===== config.mk =====
export PLATFORM = sky130hd
export DESIGN_NAME = csk_decoder
export DESIGN_NICKNAME = d
export VERILOG_FILES = /design/src/hdl/csk_pkg.sv /design/src/hdl/csk_addr_gen.sv /design/src/hdl/csk_decoder.sv
export VERILOG_INCLUDE_DIRS = /design/src /design/src/hdl
export SDC_FILE = /design/constraint.sdc
export NUM_CORES = 1
export LEC_CHECK = 0
export BUFFER_PORTS_ARGS = -buffer_cell sky130_fd_sc_hd__buf_2
export CAP_MARGIN = 20
export CORE_MARGIN = 2
export CORE_UTILIZATION = 50
export DETAILED_ROUTE_END_ITERATION = 8
export GPL_TIMING_DRIVEN = 0
export PLACE_DENSITY = 0.95
export SLEW_MARGIN = 25
export SYNTH_ARGS = -nofsm -noshare
export SYNTH_HDL_FRONTEND = slang
export SYNTH_SLANG_ARGS = --single-unit

===== constraint.sdc =====
create_clock -name clock_in -period 2.27 [get_ports clock_in]
set_input_delay 0.5675 -clock clock_in [delete_from_list [all_inputs] [get_ports clock_in]]
set_output_delay 0.5675 -clock clock_in [all_outputs]
set_load 0.02 [all_outputs]

===== src/hdl/csk_consts.svh =====
// Constants for the compare-and-skip instruction decoder
// Functional notes
// - Greater opcode skips when file byte exceeds working
// - Less opcode skips when file byte below working
// - Taken skip flushes next word, adds nop
// - Two-word skipped instruction costs three cycles
// - Bank bit picks access bank or bank_select
// - Extended set, bank clear, f<=5Fh indexes
// - Extended addressing off while config bit zero
`ifndef CSK_CONSTS_SVH
`define CSK_CONSTS_SVH
`define CSK_OPC_HI 4'h6
`define CSK_SUB_GT 3'h2
`define CSK_SUB_LT 3'h0
`define CSK_OP_HI_POS 12
`define CSK_SUB_POS 9
`define CSK_A_POS 8
`define CSK_IDX_LIMIT 8'h5F
`define CSK_ACC_LOW_LIMIT 8'h7F
`define CSK_ACC_HIGH_BANK 4'hF
`define CSK_ACC_LOW_BANK 4'h0
`define CSK_NOP_ONE 2'h1
`define CSK_NOP_TWO 2'h2
`endif


===== src/hdl/csk_pkg.sv =====
// Types shared by the compare-and-skip decoder
package csk_pkg;
  typedef enum logic [1:0] {
    CSK_MODE_ACCESS,
    CSK_MODE_BANKED,
    CSK_MODE_INDEXED
  } csk_mode_type;

  typedef struct packed {
    logic valid;
    csk_pkg::csk_mode_type mode;
    logic [11:0] addr;
  } csk_addr_type;
endpackage : csk_pkg


===== src/hdl/csk_addr_gen.sv =====
// File address generator for the compare-and-skip decoder
`timescale 1ns/1ps
`include "csk_consts.svh"
module csk_addr_gen (
  input wire logic [7:0] file_addr_in,      // f operand
  input wire logic bank_bit_in,             // a operand
  input wire logic [3:0] bank_select_in,    // bank_select_register
  input wire logic ext_en_in,               // effective extended enable
  input wire logic [11:0] index_base_in,    // index pointer for offsets
  output csk_pkg::csk_addr_type addr_out    // resolved address
);
  // ---------------------------------------------------------------
  // Address resolution
  // ---------------------------------------------------------------
  wire logic idx_sel;
  wire logic low_half;
  assign idx_sel = !bank_bit_in && ext_en_in
                   && (file_addr_in <= `CSK_IDX_LIMIT);
  assign low_half = (file_addr_in <= `CSK_ACC_LOW_LIMIT);

  // Indexed wins over access; banked uses the select register
  always_comb
  begin
    addr_out.valid = 1'b1;
    if (bank_bit_in)
    begin
      addr_out.mode = csk_pkg::CSK_MODE_BANKED;
      addr_out.addr = {bank_select_in, file_addr_in};
    end
    else if (idx_sel)
    begin
      addr_out.mode = csk_pkg::CSK_MODE_INDEXED;
      addr_out.addr = index_base_in + {4'h0, file_addr_in};
    end
    else
    begin
      addr_out.mode = csk_pkg::CSK_MODE_ACCESS;
      addr_out.addr = {low_half ? `CSK_ACC_LOW_BANK : `CSK_ACC_HIGH_BANK,
                       file_addr_in};
    end
  end
endmodule : csk_addr_gen


===== src/hdl/csk_decoder.sv =====
// Compare-and-skip instruction decode and execute stage
`timescale 1ns/1ps
`include "csk_consts.svh"
module csk_decoder (
  input wire logic clock_in,                // core instruction clock
  input wire logic rst_b_in,                // async reset, active low
  input wire logic instr_valid_in,          // instruction word valid
  input wire logic [15:0] instr_in,         // instruction word
  input wire logic next_two_word_in,        // fetched next is two-word
  input wire logic [7:0] file_data_in,      // file byte read data
  input wire logic [7:0] working_reg_in,    // working_register value
  input wire logic [3:0] bank_select_in,    // bank_select_register
  input wire logic extended_set_enable_cfg_in, // config bit
  input wire logic [11:0] index_base_in,    // index base pointer
  output logic [11:0] file_addr_out,        // resolved file address
  output logic file_rd_out,                 // file read strobe
  output logic [1:0] addr_mode_out,         // resolved mode
  output logic is_compare_out,              // compare decoded
  output logic skip_out,                    // skip taken pulse
  output logic flush_out,                   // squash fetched word
  output logic stall_out,                   // nop cycle in progress
  output logic write_en_out,                // never writes
  output logic status_we_out                // never touches flags
);
  // ---------------------------------------------------------------
  // Decode
  // ---------------------------------------------------------------
  wire logic op_gt;
  wire logic op_lt;
  wire logic is_cmp;
  wire logic ext_en;
  wire logic gt;
  wire logic lt;
  wire logic take;
  wire logic busy;
  csk_pkg::csk_addr_type res;
  logic exec_q;
  logic gt_op_q;
  logic two_q;
  logic [1:0] nop_cnt_q;
  logic [1:0] nop_cnt_d;

  // Opcode match shared by both compare kinds
  function automatic logic match_op(input logic [15:0] word,
    input logic [2:0] sub);
    match_op = (word[15:`CSK_OP_HI_POS] == `CSK_OPC_HI)
      && (word[11:`CSK_SUB_POS] == sub);
  endfunction : match_op

  // Opcode fields of the incoming word
  assign op_gt = match_op(instr_in, `CSK_SUB_GT);
  assign op_lt = match_op(instr_in, `CSK_SUB_LT);
  assign ext_en = extended_set_enable_cfg_in;
  assign is_cmp = instr_valid_in && (op_gt || op_lt) && !busy;

  csk_addr_gen u_addr (
    .file_addr_in(instr_in[7:0]),
    .bank_bit_in(instr_in[`CSK_A_POS]),
    .bank_select_in(bank_select_in),
    .ext_en_in(ext_en),
    .index_base_in(index_base_in),
    .addr_out(res)
  );

  // ---------------------------------------------------------------
  // Execute
  // ---------------------------------------------------------------
  // Unsigned compare of file byte and working register, no writeback
  assign gt = file_data_in > working_reg_in;
  assign lt = file_data_in < working_reg_in;
  assign take = exec_q && (gt_op_q ? gt : lt);

  // Exec and nop cycles both refuse new words; nothing is queued
  assign busy = exec_q || (nop_cnt_q != 2'h0);

  // Skip costs one nop, or two when the skipped word is double
  always_comb
  begin
    nop_cnt_d = nop_cnt_q;
    if (take)
      nop_cnt_d = two_q ? `CSK_NOP_TWO
                        : `CSK_NOP_ONE;
    else if (nop_cnt_q != 2'h0)
      nop_cnt_d = nop_cnt_q - 2'h1;
  end

  // ---------------------------------------------------------------
  // Pipeline state
  // ---------------------------------------------------------------
  // Exec flag: high for the one cycle the file byte is read
  always_ff @(posedge clock_in or negedge rst_b_in)
  begin
    if (!rst_b_in)
      exec_q <= 1'b0;
    else
      exec_q <= is_cmp;
  end

  // Opcode kind and next-word size, latched on every accepted compare word
  always_ff @(posedge clock_in or negedge rst_b_in)
  begin
    if (!rst_b_in)
    begin
      gt_op_q <= 1'b0;
      two_q <= 1'b0;
    end
    else if (is_cmp)
    begin
      gt_op_q <= op_gt;
      two_q <= next_two_word_in;
    end
  end

  // Nop counter; refused words cannot reload it mid-count
  always_ff @(posedge clock_in or negedge rst_b_in)
  begin
    if (!rst_b_in)
      nop_cnt_q <= 2'h0;
    else
      nop_cnt_q <= nop_cnt_d;
  end

  // ---------------------------------------------------------------
  // Registered outputs
  // ---------------------------------------------------------------
  // Address and mode hold until the next accepted compare word
  always_ff @(posedge clock_in or negedge rst_b_in)
  begin
    if (!rst_b_in)
    begin
      file_addr_out <= 12'h000;
      addr_mode_out <= 2'h0;
    end
    else if (is_cmp)
    begin
      file_addr_out <= res.addr;
      addr_mode_out <= res.mode;
    end
  end

  // Read strobe and decode flag mark the exec cycle
  always_ff @(posedge clock_in or negedge rst_b_in)
  begin
    if (!rst_b_in)
    begin
      file_rd_out <= 1'b0;
      is_compare_out <= 1'b0;
    end
    else
    begin
      file_rd_out <= is_cmp;
      is_compare_out <= is_cmp;
    end
  end

  // Skip and flush pulse together so the fetched word is squashed
  always_ff @(posedge clock_in or negedge rst_b_in)
  begin
    if (!rst_b_in)
    begin
      skip_out <= 1'b0;
      flush_out <= 1'b0;
    end
    else
    begin
      skip_out <= take;
      flush_out <= take;
    end
  end

  // Stall follows the next count, so it leaves a flop in step
  always_ff @(posedge clock_in or negedge rst_b_in)
  begin
    if (!rst_b_in)
      stall_out <= 1'b0;
    else
      stall_out <= (nop_cnt_d != 2'h0);
  end

  // Held low; the compare never writes back or touches flags
  always_ff @(posedge clock_in or negedge rst_b_in)
  begin
    if (!rst_b_in)
    begin
      write_en_out <= 1'b0;
      status_we_out <= 1'b0;
    end
    else
    begin
      write_en_out <= 1'b0;
      status_we_out <= 1'b0;
    end
  end
endmodule : csk_decoder


==> metrics.txt <==
status finished, final reports clean; vias 1642; die footprint 0.003835 mm²; storage element area 525.5 µm²; Worst Setup End Kind flop; final net count 331; Area contributors post-synth dfrtp_1, ha_1, mux2i_1; most common cell in the synthesized netlist nand2_1; Post-Synthesis Cell Area 0.001678 mm²; kind of critical path in -> reg; clock latency on the worst-skew pair 0.30 ns; RSZ-0062 raised after global routing false; post-CTS setup buffers 0; reg-to-reg setup timing slack 0.45 ns; DPL Wire Length 3377 µm; worst flop-to-flop path endpoint file_addr_out[3]; Slew Viols, Final 0; synthesized flop and latch total 21; Core Box Area 0.003284 mm²; Peak VDD IR 0.0002131 V; multiplexer share of the synthesized area 0.06040; ys flop type dfrtp_1; max frequency 0.4625 GHz; Final Wtd Congestion 0.8248; Routed Antenna Nets 0; Overflow after GRT 0; clock skew 0.004065 ns; Multi-input gate area 0.001057 mm²; CTS max path bufs 2; Fill cells 283; Post-synth top cells nand2_1, dfrtp_1, ha_1; Reg2Reg Depth 6; Yosys top cell area share 0.3132; Post-synth EDFFs 0; Worst Path Max Fanout 3; crit share post-route 0.9526; complex-gate fraction of the synthesized area 0.1946; Ports 74; Max-Cap Viols 0; drt pass-1 iters 4; XOR/XNOR Fraction of Synth Area 0.02610; FF-to-FF Start is_compare_out; TritonCTS Buffers 3; worst slack, placed -0.2342 ns; DRC errors left 0; Final WS setup 0.1077 ns; cell taking the most area after synthesis dfrtp_1; count of buffers from port buffering 71; largest net degree at the start of global routing 22; Yosys warnings 0; Final Hold Fails 0; H-Tree Level Count 1; Setup violations, final 0; clock slew seen by the registers of the worst setup and hold paths 0.12 ns; CTS tree done; final wirelength 3988 µm; chip width 61.93 µm; crit path DAT 2.39 ns; sequential-to-total area share from yosys stat 0.3132; Post-Syn Area per Cell 9.119 µm²; clk sink count 21; Netlist cell types 46; Initial Util 0.5109; largest family of logic cells by synthesized area simple AND/OR/NAND/NOR gates; DR vias/cell 5.366; share of layout cells above drive strength 1 0.3769; first-pass GRT wire length 6237 µm; Min-Delay Path Class in -> async; Root Buffer clkbuf_4; Post-Synthesis Cells 184; Async SR Flop Fraction 1.000; mean routed wirelength per cell 13.03 µm; vias in the first global route 1565; 1st-iter DRT viols 56; die height 61.93 µm; Post-Synth Adder-Cell Area 0.1312; initial antenna violation count 0; leakage power 1.165 nW; P&R area growth vs syn 27.44%; WP data required 2.50 ns; PD cells 459.7 mW/mm²; minimum clock period 2.162 ns; Synth Area in Simple Gates 0.2036; Ant. Diodes 0; Global Route Usage Sum 0.2170; post-route core utilization 0.6510; startpoint types input port; cell row count 21
## per-layer routing
layer  vias up  wire (µm)  GRT usage
li1        818          -          -
met1       734       1518     0.2363
met2        76       2085     0.4135
met3        14        265    0.02484
met4         0        119     0.1033
met5         -          0          0
## layout make-up
class,instances,area share
flip-flops and latches,21,0.2458
clock buffers,3,0.01053
clock inverters,1,0.002341
inverters,15,0.02633
well taps,46,0.02692
multi-input cells,141,0.4944
plain buffers,8,0.02750
repair buffers,71,0.1662
## state kept, by name, summed over array words and instances, names as in the netlist
name            flops
addr_mode_out       2
file_addr_out      12
gt_op_q             1
is_compare_out      1
nop_cnt_q           2
skip_out            1
stall_out           1
two_q               1
## report_power, final
group | internal (mW) | switching [mW]
Clock | 0.0656 | 0.112
Combinational | 0.159 | 0.207
Sequential | 0.415 | 0.0238
## placed cells by master, fill, tap and decap left out, types with 2 or more instances in the layout
master and count:
conb_1 2, or2_2 2, nand2b_1 2, ha_1 16, inv_1 15, buf_4 5, mux2i_1 9, a22oi_1 2
and4b_1 2, clkbuf_4 3, o211ai_1 5, buf_2 73, a21oi_1 8, o21ai_0 12, nor2_1 5, a21o_1 2
o2111ai_1 2, nand3_1 7, nand2_1 23, xnor2_1 4, nor4b_2 2, dfrtp_1 21, nor3_1 5, o21a_1 4
nand4_1 4
## through the flow
stage	hold slack (ns)	cell area, µm²	setup TNS (ns)	total power, mW	instances
6_report	0.1965	2138	0	0.9829	306
5_1_grt	0.2240	2138	0	1.044	306
4_1_cts	0.2150	2122	0	0.9826	306
3_5_place_dp	0.4571	2095	-0.5694	0.8074	302
3_3_place_gp	0.4327	2095	-0.3139	0.7879	302
2_1_floorplan	0.2719	1682	0	0.6654	185
## how the worst max path moves through the flow
stage / startpoint / to / slack [ns]
global placement: instr_in[0] / file_addr_out[8] / -0.13
global route: instr_in[1] / file_addr_out[9] / 0.02
detailed placement: instr_in[0] / file_addr_out[8] / -0.23
CTS: instr_in[0] / file_addr_out[8] / 0.08
finish: instr_in[0] / file_addr_out[8] / 0.11
floorplan: instr_in[0] / file_addr_out[10] / 0.13
## worst max-delay path, stage by stage
cell       delay [ns]
buf_2            0.11
ha_1             0.22
fa_1             0.44
a21oi_2          0.20
o2111ai_2        0.21
a2111oi_2        0.42
a31oi_1          0.10
o211ai_1         0.12
## cells by family (layout without fill, tap and decap cells)
| family | count (synthesis) | in the layout |
|---|---|---|
| adder cells (fa/ha/maj) | 17 | 17 |
| XOR/XNOR | 5 | 5 |
| multiplexers | 10 | 10 |
| AND/OR/NAND/NOR | 60 | 60 |
| other | 1 | 2 |
| flip-flops | 21 | 21 |
| AO/OA/AOI/OAI | 47 | 47 |
| buffers and inverters | 23 | 98 |
## repair_timing
| action | CTS | global route |
|---|---|---|
| hold buffers | 0 | 0 |
| setup endpoints to repair | 0 | 1 |
| gates resized for setup | 0 | 4 |
Note: power is estimated with default switching activity, not from simulation.
